**src/core/sensor_regs_pkg.sv**
```systemverilog
package sensor_regs_pkg;

   localparam logic [7:0] ADDR_ALIAS = 8'h00;
   localparam logic [7:0] ADDR_P_HIGH = 8'h01;
   localparam logic [7:0] ADDR_P_MID = 8'h02;
   localparam logic [7:0] ADDR_P_LOW = 8'h03;
   localparam logic [7:0] ADDR_T_HIGH = 8'h04;
   localparam logic [7:0] ADDR_T_LOW = 8'h05;
   localparam logic [7:0] ADDR_STATUS = 8'h06;
   localparam logic [7:0] ADDR_QUEUE_STATUS = 8'h0d;
   localparam logic [7:0] ADDR_QUEUE_PORT = 8'h01;
   localparam logic [7:0] REG_RESET = 8'h00;
   localparam logic [3:0] NIBBLE_ZERO = 4'h0;

   localparam int unsigned BIT_ANY_OW = 7;
   localparam int unsigned BIT_P_OW = 6;
   localparam int unsigned BIT_T_OW = 5;
   localparam int unsigned BIT_RSVD_HI = 4;
   localparam int unsigned BIT_ANY_RDY = 3;
   localparam int unsigned BIT_P_RDY = 2;
   localparam int unsigned BIT_T_RDY = 1;
   localparam int unsigned BIT_RSVD_LO = 0;

   localparam int unsigned PRESSURE_W = 20;
   localparam int unsigned TEMPERATURE_W = 12;
   localparam logic [PRESSURE_W-1:0] PRESSURE_RESET = 20'h0_0000;
   localparam logic [TEMPERATURE_W-1:0] TEMPERATURE_RESET = 12'h000;

   typedef enum logic [1:0] {
      QUEUE_OFF = 2'b00,
      QUEUE_CIRCULAR = 2'b01,
      QUEUE_STOP_FULL = 2'b10,
      QUEUE_UNDEFINED = 2'b11
   } queue_mode_t;

   typedef struct packed {
      logic en;
      logic [7:0] addr;
   } rd_req_t;

   typedef struct packed {
      logic p_done;
      logic [PRESSURE_W-1:0] pressure;
      logic t_done;
      logic [TEMPERATURE_W-1:0] temperature;
   } sample_evt_t;

   typedef struct packed {
      logic pressure_event_enable;
      logic temperature_event_enable;
      logic ready_event_generator_enable;
   } event_flag_config_t;

endpackage

```
**src/core/sample_status_output_regs.sv**
```systemverilog
`timescale 1ns/1ns
// Summary of operation
// - Queue off: address 00h reads the sample-ready status of 06h.
// - Queue on: address 00h reads the queue status of 0Dh.
// - Mode 00 queue off, 01 circular, 10 stop when full; map follows it.
// - Queue on: 01h is the queue read port and increments to itself.
// - Queue on: addresses 02h to 05h read as zero.
// - Queue off: burst address runs 00h to 05h, then wraps to 00h.
// - Pressure bits 19:12 at 01h, 11:4 at 02h, 3:0 in upper nibble of 03h.
// - Temperature bits 11:4 at 04h, 3:0 in upper nibble of 05h.
// - Status, samples and read data byte are zero at reset and on standby-to-active.
// - Bit 7 sets when any new result overwrites unread data.
// - Queue off: bit 7 clears on reading either high byte.
// - Queue on: overwrite and ready flags clear on a queue port read.
// - Bit 6 sets on unread pressure overwrite; clears on pressure high byte read.
// - Bit 5 sets on unread temperature overwrite; clears on temperature high byte read.
// - Bit 3 sets on any new result; clears on either high byte read.
// - Bit 4 reads zero; all status bits are read-only.
// - Bit 2 sets on each pressure result; clears on pressure high byte read.
// - Bit 1 sets on each temperature result; clears on temperature high byte read.
// - Combined flags need the generator enable; single flags need their own enables.
module sample_status_output_regs
   import sensor_regs_pkg::*;
(
   input wire logic clk_i,
   input wire logic rst_i,
   input wire rd_req_t rd_req_i,
   input wire logic [1:0] queue_mode_i,
   input wire event_flag_config_t cfg_i,
   input wire logic low_power_idle_i,
   input wire sample_evt_t sample_i,
   input wire logic [7:0] queue_status_i,
   input wire logic [7:0] queue_data_i,
   output logic [7:0] rd_data_o,
   output logic rd_valid_o,
   output logic [7:0] next_addr_o,
   output logic queue_pop_o,
   output logic [7:0] status_o
);

   // auto-increment successor of a read address
   function automatic logic [7:0] next_address(input logic [7:0] addr, input logic queue_on);
      logic [7:0] result;
      result = addr + 8'h01;
      if (queue_on && addr == ADDR_QUEUE_PORT) begin
         result = ADDR_QUEUE_PORT;
      end else if (addr == ADDR_T_LOW) begin
         result = ADDR_ALIAS;
      end
      next_address = result;
   endfunction

   queue_mode_t queue_mode;
   logic queue_on;
   logic rd_en;
   logic [7:0] rd_addr;
   logic hit_alias;
   logic hit_p_high;
   logic hit_p_mid;
   logic hit_p_low;
   logic hit_t_high;
   logic hit_t_low;
   logic hit_status;
   logic hit_queue_status;
   logic read_queue_port;
   logic read_p_high;
   logic read_t_high;
   logic activate;
   logic idle_prev;
   logic [PRESSURE_W-1:0] pressure_sample;
   logic [TEMPERATURE_W-1:0] temperature_sample;
   logic [PRESSURE_W-1:0] next_pressure;
   logic [TEMPERATURE_W-1:0] next_temperature;
   logic [7:0] alias_byte;
   logic [7:0] p_high_byte;
   logic [7:0] p_mid_byte;
   logic [7:0] p_low_byte;
   logic [7:0] t_high_byte;
   logic [7:0] t_low_byte;
   logic [7:0] sel_data;
   logic [7:0] next_rd_data;
   logic clr_pressure;
   logic clr_temperature;
   logic clr_all;

   // mode 11 is undefined; it is treated like any other nonzero mode
   assign queue_mode = queue_mode_t'(queue_mode_i);
   assign queue_on = (queue_mode != QUEUE_OFF);
   assign rd_en = rd_req_i.en;
   assign rd_addr = rd_req_i.addr;

   assign hit_alias = (rd_addr == ADDR_ALIAS);
   assign hit_p_high = (rd_addr == ADDR_P_HIGH);
   assign hit_p_mid = (rd_addr == ADDR_P_MID);
   assign hit_p_low = (rd_addr == ADDR_P_LOW);
   assign hit_t_high = (rd_addr == ADDR_T_HIGH);
   assign hit_t_low = (rd_addr == ADDR_T_LOW);
   assign hit_status = (rd_addr == ADDR_STATUS);
   assign hit_queue_status = (rd_addr == ADDR_QUEUE_STATUS);

   assign read_queue_port = rd_en & hit_p_high & queue_on;
   assign read_p_high = rd_en & hit_p_high & ~queue_on;
   assign read_t_high = rd_en & hit_t_high & ~queue_on;

   // leaving low-power idle starts a fresh session
   assign activate = idle_prev & ~low_power_idle_i;

   assign clr_pressure = read_p_high;
   assign clr_temperature = read_t_high;
   assign clr_all = read_queue_port | activate;

   assign alias_byte = queue_on ? queue_status_i : status_o;
   assign p_high_byte = queue_on ? queue_data_i : pressure_sample[19:12];
   assign p_mid_byte = queue_on ? REG_RESET : pressure_sample[11:4];
   assign p_low_byte = queue_on ? REG_RESET : {pressure_sample[3:0], NIBBLE_ZERO};
   assign t_high_byte = queue_on ? REG_RESET : temperature_sample[11:4];
   assign t_low_byte = queue_on ? REG_RESET : {temperature_sample[3:0], NIBBLE_ZERO};

   // unmapped addresses belong to other register areas and read as zero here
   assign sel_data = hit_alias ? alias_byte :
                     hit_p_high ? p_high_byte :
                     hit_p_mid ? p_mid_byte :
                     hit_p_low ? p_low_byte :
                     hit_t_high ? t_high_byte :
                     hit_t_low ? t_low_byte :
                     hit_status ? status_o :
                     hit_queue_status ? queue_status_i :
                     REG_RESET;
   assign next_rd_data = rd_en ? sel_data : rd_data_o;

   // a result landing in the activation cycle is kept
   assign next_pressure = sample_i.p_done ? sample_i.pressure :
                          activate ? PRESSURE_RESET : pressure_sample;
   assign next_temperature = sample_i.t_done ? sample_i.temperature :
                             activate ? TEMPERATURE_RESET : temperature_sample;

   status_flags u_flags (
      .clk_i(clk_i),
      .rst_i(rst_i),
      .p_done_i(sample_i.p_done),
      .t_done_i(sample_i.t_done),
      .cfg_i(cfg_i),
      .clr_pressure_i(clr_pressure),
      .clr_temperature_i(clr_temperature),
      .clr_all_i(clr_all),
      .status_o(status_o)
   );

   // power-on counts as idle so the first activation also clears
   always_ff @(posedge clk_i or posedge rst_i) begin
      if (rst_i) begin
         idle_prev <= 1'b1;
      end else begin
         idle_prev <= low_power_idle_i;
      end
   end

   always_ff @(posedge clk_i or posedge rst_i) begin
      if (rst_i) begin
         pressure_sample <= PRESSURE_RESET;
         temperature_sample <= TEMPERATURE_RESET;
      end else begin
         pressure_sample <= next_pressure;
         temperature_sample <= next_temperature;
      end
   end

   // read data holds until the next read; activation zeroes the last read byte
   always_ff @(posedge clk_i or posedge rst_i) begin
      if (rst_i) begin
         rd_data_o <= REG_RESET;
      end else if (activate && !rd_en) begin
         rd_data_o <= REG_RESET;
      end else begin
         rd_data_o <= next_rd_data;
      end
   end

   always_ff @(posedge clk_i or posedge rst_i) begin
      if (rst_i) begin
         next_addr_o <= ADDR_ALIAS;
      end else if (rd_en) begin
         next_addr_o <= next_address(rd_addr, queue_on);
      end
   end

   always_ff @(posedge clk_i or posedge rst_i) begin
      if (rst_i) begin
         rd_valid_o <= 1'b0;
         queue_pop_o <= 1'b0;
      end else begin
         rd_valid_o <= rd_en;
         queue_pop_o <= read_queue_port;
      end
   end
endmodule // sample_status_output_regs

```
**src/core/status_flags.sv**
```systemverilog
`timescale 1ns/1ns
module status_flags
   import sensor_regs_pkg::*;
(
   input wire logic clk_i,
   input wire logic rst_i,
   input wire logic p_done_i,
   input wire logic t_done_i,
   input wire event_flag_config_t cfg_i,
   input wire logic clr_pressure_i,
   input wire logic clr_temperature_i,
   input wire logic clr_all_i,
   output logic [7:0] status_o
);
   function automatic logic next_flag(input logic cur, input logic set, input logic clr);
      // set wins so an acquisition landing on the clearing read is kept
      next_flag = set | (cur & ~clr);
   endfunction

   logic pressure_ready_flag;
   logic temperature_ready_flag;
   logic any_ready_flag;
   logic set_p_rdy;
   logic set_t_rdy;
   logic set_any_rdy;
   logic set_p_ow;
   logic set_t_ow;
   logic set_any_ow;
   logic clr_p;
   logic clr_t;
   logic clr_any;
   logic [7:0] next_status;

   assign pressure_ready_flag = status_o[BIT_P_RDY];
   assign temperature_ready_flag = status_o[BIT_T_RDY];
   assign any_ready_flag = status_o[BIT_ANY_RDY];
   assign set_p_rdy = p_done_i & cfg_i.pressure_event_enable;
   assign set_t_rdy = t_done_i & cfg_i.temperature_event_enable;
   assign set_any_rdy = (p_done_i | t_done_i) & cfg_i.ready_event_generator_enable;
   assign set_p_ow = set_p_rdy & pressure_ready_flag;
   assign set_t_ow = set_t_rdy & temperature_ready_flag;
   assign set_any_ow = set_any_rdy & any_ready_flag;
   assign clr_p = clr_pressure_i | clr_all_i;
   assign clr_t = clr_temperature_i | clr_all_i;
   assign clr_any = clr_pressure_i | clr_temperature_i | clr_all_i;
   assign next_status[BIT_ANY_OW] = next_flag(status_o[BIT_ANY_OW], set_any_ow, clr_any);
   assign next_status[BIT_P_OW] = next_flag(status_o[BIT_P_OW], set_p_ow, clr_p);
   assign next_status[BIT_T_OW] = next_flag(status_o[BIT_T_OW], set_t_ow, clr_t);
   assign next_status[BIT_RSVD_HI] = 1'b0;
   assign next_status[BIT_ANY_RDY] = next_flag(any_ready_flag, set_any_rdy, clr_any);
   assign next_status[BIT_P_RDY] = next_flag(pressure_ready_flag, set_p_rdy, clr_p);
   assign next_status[BIT_T_RDY] = next_flag(temperature_ready_flag, set_t_rdy, clr_t);
   assign next_status[BIT_RSVD_LO] = 1'b0;

   always_ff @(posedge clk_i or posedge rst_i) begin
      if (rst_i) begin
         status_o <= REG_RESET;
      end else begin
         status_o <= next_status;
      end
   end
endmodule // status_flags

```
**config.mk**
```make
export PLATFORM = sky130hd
export DESIGN_NAME = sample_status_output_regs
export DESIGN_NICKNAME = d
export VERILOG_FILES = /design/src/core/sensor_regs_pkg.sv /design/src/core/sample_status_output_regs.sv /design/src/core/status_flags.sv
export SDC_FILE = /design/constraint.sdc
export NUM_CORES = 1
export LEC_CHECK = 0
export ABC_AREA = 1
export BUFFER_PORTS_ARGS = -buffer_cell sky130_fd_sc_hd__buf_4
export CORE_UTILIZATION = 52
export DETAILED_ROUTE_END_ITERATION = 6
export PLACE_DENSITY = 0.8
export SLEW_MARGIN = 20
export SYNTH_ARGS = -nofsm -noshare
export SYNTH_HDL_FRONTEND = slang
export SYNTH_SLANG_ARGS = --single-unit
```
**constraint.sdc**
```tcl
create_clock -name clk_i -period 2.88 [get_ports clk_i]
set_input_delay 0.864 -clock clk_i [delete_from_list [all_inputs] [get_ports clk_i]]
set_output_delay 0.864 -clock clk_i [all_outputs]
set_load 0.02 [all_outputs]
```
==> summary.md <==
| Metric | Value |
|---|---|
| Post-Syn Instances | `429` |
| Proportion of register bits with asynchronous set or reset after synthesis | `100.0%` |
| Sequential share of the synthesized area | `44.21%` |
| Wire length of the first global-routing pass | `14.09 mm` |
| Drt drc | `0` |
| Placed insts | `584` |
| CTS max path bufs | `2` |
| Synthesized flop and latch total | `57` |
| Biggest area contributors in the synthesized netlist | `sky130_fd_sc_hd__dfrtp_1 43%, sky130_fd_sc_hd__nand2_1 18%, sky130_fd_sc_hd__nand3_1 6.4%` |
| Final Setup Violations | `0` |
| Gpl congestion | `0.9706` |
| GRT Resource Usage Total | `28.77%` |
| Post-synth top flop | `sky130_fd_sc_hd__dfrtp_1` |
| Number of post-CTS setup repair buffers | `0` |
| Max-slew violation count | `0` |
| Total Die Area | `6529 um^2` |
| Startpoint of the lowest-slack register-to-register path | `idle_prev` |
| Clock buffers created by TritonCTS | `9` |
| Number of core rows | `28` |
| Total congestion overflow | `0` |
| Fraction of final layout cells with drive strength greater than 1 | `26.29%` |
| Worst path cell trace | `buf_4 -> inv_1 -> ha_1 -> nand3_1 -> nor2_4 -> inv_1 -> o211ai_1 -> o211ai_2 -> nand2_1 -> nand2_1 -> nand2_1 -> nand2_1` |
| Worst-Skew Late Latency | `0.34 ns` |
| Post-route insts no fill | `600` |
| Worst Setup Path Type | `in -> reg` |
| Count of H-tree levels built during CTS | `3` |
| Worst slew margin relative to its limit | `53.28%` |
| Synthesized area divided by synthesized cell count | `7.528 um^2` |
| Routed length per placed instance | `14.73 um` |
| Final Critical Period | `2.111 ns` |
| Yosys warning total | `0` |
| Slew of the pin with the lowest slew margin | `0.7001 ns` |
| Final total negative setup slack | `0 ns` |
| Post-CTS Resized | `0` |
| Effective utilization at floorplan | `54.22%` |
| Standby leakage power | `2.253 nW` |
| Port Buffer Count | `90` |
| Source of the worst hold timing path | `rd_data_o[5]` |
| Die width | `80.81 um` |
| Worst hold slack across all endpoints | `0.4895 ns` |
| Worst Path Max Fanout | `6` |
| Cell at the slowest stage of the critical path | `sky130_fd_sc_hd__ha_1` |
| Arrival time at the worst endpoint | `2.34 ns` |
| Number of DRC markers in iteration 0 | `289` |
| Router iterations before antenna repair | `5` |
| Result of the run | `complete, no violations` |
| Final total power | `0.002171 W` |
| Antenna Nets Post-Route | `0` |
| Clock root cell | `sky130_fd_sc_hd__clkbuf_8` |
| Setup slack, reg-to-reg | `1.16 ns` |
| Total number of vias | `3224` |
| Cell type contributing the most total cell area after synthesis | `sky130_fd_sc_hd__dfrtp_1` |
| Kind of start point of the critical path | `input pin` |
| Number of ports placed on the die boundary | `93` |
| Layout Area Growth over Synthesis | `30.14%` |
| Die Span Y | `80.81 um` |
| Power Dens Cells | `516.5 nW/um^2` |
| Max-cap violations | `0` |
| RSZ-0062 raised after global routing | `no` |
| Number of vias per cell after detailed routing | `5.373` |
| Area share of the largest cell type after synthesis | `43.39%` |
| CTS sink count | `57` |
| IR drop worst, VDD | `340.9 uV` |
| Final critical-path share of the clock period | `73.29%` |
| Final Hold Viols | `0` |
| Number of nets in the layout | `591` |
| Maximum single-stage delay on the critical path | `0.22 ns` |
| Antenna violations before repair | `0` |
| Ant. Diodes | `0` |
| Netlist area before placement | `3229 um^2` |
| Routed WL | `8.835 mm` |
| Min-delay worst type | `reg -> reg` |
| Vias in the first global route | `3034` |
| Worst setup path startpoint | `rd_req_i[0]` |
| Number of distinct library cell variants in the gate-level netlist after synthesis | `37` |
| Hpwl dp | `6.693 mm` |
| WP data required | `3.10 ns` |
| TritonCTS clock tree | `yes` |
| Pin count of the biggest net entering global routing | `27` |
| Post-Route Skew | `0.01032 ns` |
| EDFF count, synth | `0` |
| Clock transition at the registers of the reported paths | `0.06 ns` |
| CP endpoint kind | `register` |
| Peak Freq | `0.4737 GHz` |
| Worst path most repeated cell | `sky130_fd_sc_hd__nand2_1` |
| Standard cell core area | `5956 um^2` |
| CTS Hold Bufs | `0` |
[final cells by class]
class	count	area (um^2)
clock buffer	10	137.6
clock inverter	6	105.1
fill	496	1753
inverter	45	171.4
multi-input combinational	312	1554
sequential	57	1428
tap	75	93.84
timing repair buffer	95	713.2
[synthesized netlist by cell type (all sizes together), types with 4 or more instances]
master  count
nor2       22
dfrtp      56
a31oi       4
nand3      42
nand2     157
a21oi      18
ha          4
inv        44
buf         7
o21ai      38
o211ai      9
clkbuf      9
[cell usage in the layout (no fill, tap or decap)]
| cell type | n |
|---|---|
| sky130_fd_sc_hd__a21oi_4 | 1 |
| sky130_fd_sc_hd__nand3_1 | 41 |
| sky130_fd_sc_hd__clkinv_2 | 3 |
| sky130_fd_sc_hd__xor2_1 | 3 |
| sky130_fd_sc_hd__nand2_1 | 156 |
| sky130_fd_sc_hd__nor2_2 | 2 |
| sky130_fd_sc_hd__a32o_1 | 2 |
| sky130_fd_sc_hd__dfrtp_1 | 56 |
| sky130_fd_sc_hd__o22ai_1 | 2 |
| sky130_fd_sc_hd__nand3_2 | 1 |
| sky130_fd_sc_hd__ha_1 | 4 |
| sky130_fd_sc_hd__dfstp_2 | 1 |
| sky130_fd_sc_hd__a31oi_1 | 4 |
| sky130_fd_sc_hd__nor3_1 | 1 |
| sky130_fd_sc_hd__nor2_1 | 11 |
| sky130_fd_sc_hd__inv_2 | 8 |
| sky130_fd_sc_hd__o211ai_1 | 7 |
| sky130_fd_sc_hd__xnor2_1 | 1 |
| sky130_fd_sc_hd__o221ai_1 | 1 |
| sky130_fd_sc_hd__nand4_1 | 3 |
| sky130_fd_sc_hd__o211ai_2 | 2 |
| sky130_fd_sc_hd__clkbuf_8 | 10 |
| sky130_fd_sc_hd__nor2_4 | 8 |
| sky130_fd_sc_hd__o31ai_1 | 1 |
| sky130_fd_sc_hd__conb_1 | 2 |
| sky130_fd_sc_hd__nor2_8 | 1 |
| sky130_fd_sc_hd__a21oi_1 | 17 |
| sky130_fd_sc_hd__o32ai_1 | 1 |
| sky130_fd_sc_hd__inv_4 | 1 |
| sky130_fd_sc_hd__o21ai_1 | 2 |
| sky130_fd_sc_hd__o21ai_0 | 36 |
| sky130_fd_sc_hd__inv_1 | 35 |
| sky130_fd_sc_hd__nor3_2 | 1 |
| sky130_fd_sc_hd__buf_4 | 95 |
| sky130_fd_sc_hd__bufinv_16 | 3 |
| sky130_fd_sc_hd__nand2_4 | 1 |
| sky130_fd_sc_hd__clkinv_1 | 1 |
[registers in the layout (all words and copies together) (netlist names)]
register            flops
next_addr_o             8
rd_valid_o              1
rd_data_o               8
pressure_sample        20
u_flags.status_o        6
queue_pop_o             1
idle_prev               1
temperature_sample     12
[final timing paths]
| kind | endpoint | depth (start not counted) |
|---|---|---|
| min | rd_data_o[5] | 2 |
| min reg2reg | rd_data_o[5] | 2 |
| min in group asynchronous | pressure_sample[15] | 2 |
| max in group asynchronous | temperature_sample[7] | 3 |
| max reg2reg | pressure_sample[12] | 5 |
| max | rd_data_o[3] | 12 |
[power by group]
part / internal, W / leakage (nW) / switching, W
Clock: 0.000594 / 0.126 / 0.000330
Combinational: 0.000144 / 1.42 / 0.000197
Sequential: 0.000865 / 0.710 / 0.0000421
Total: 0.00160 / 2.25 / 0.000569
[metrics by stage]
stage                     utilization [%]  cell area, um^2  worst slack [ns]
after floorplan                         -             3233            0.6180
after global placement              66.49             3960            0.4509
after detailed placement            66.49             3960            0.4214
after CTS                           70.57             4203            0.7856
after global routing                70.57             4203            0.6568
final                               70.57             4203            0.7692
[metal layers]
metal  track usage, %  part of all wire, %  routed length, um
met5                0                    0                  0
met4            13.39                  2.6                229
met3            4.270                  6.8                605
met2            44.79                   46               4049
met1            39.44                   45               3952
[worst max-delay path: cells and delay by family]
| kind | cells | cell delay [ns] |
|---|---|---|
| compound gates | 2 | 0.36 |
| fa+ha+maj | 1 | 0.22 |
| buf+inv | 3 | 0.35 |
| simple gates | 6 | 0.54 |
[cells by family (layout without fill, tap and decap cells)]
logic type / Yosys count / after routing / share of synthesized area (%)
DFF: 57 / 57 / 44.21
buffers and inverters: 61 / 156 / 7.788
AOI/OAI and AO/OA: 76 / 76 / 13.99
xor gates and xnor gates: 4 / 4 / 1.085
and+or+nand+nor: 226 / 226 / 31.27
other: 1 / 2 / 0.1161
adders and majority gates: 4 / 4 / 1.550
Note: power is estimated with default switching activity, not from simulation.
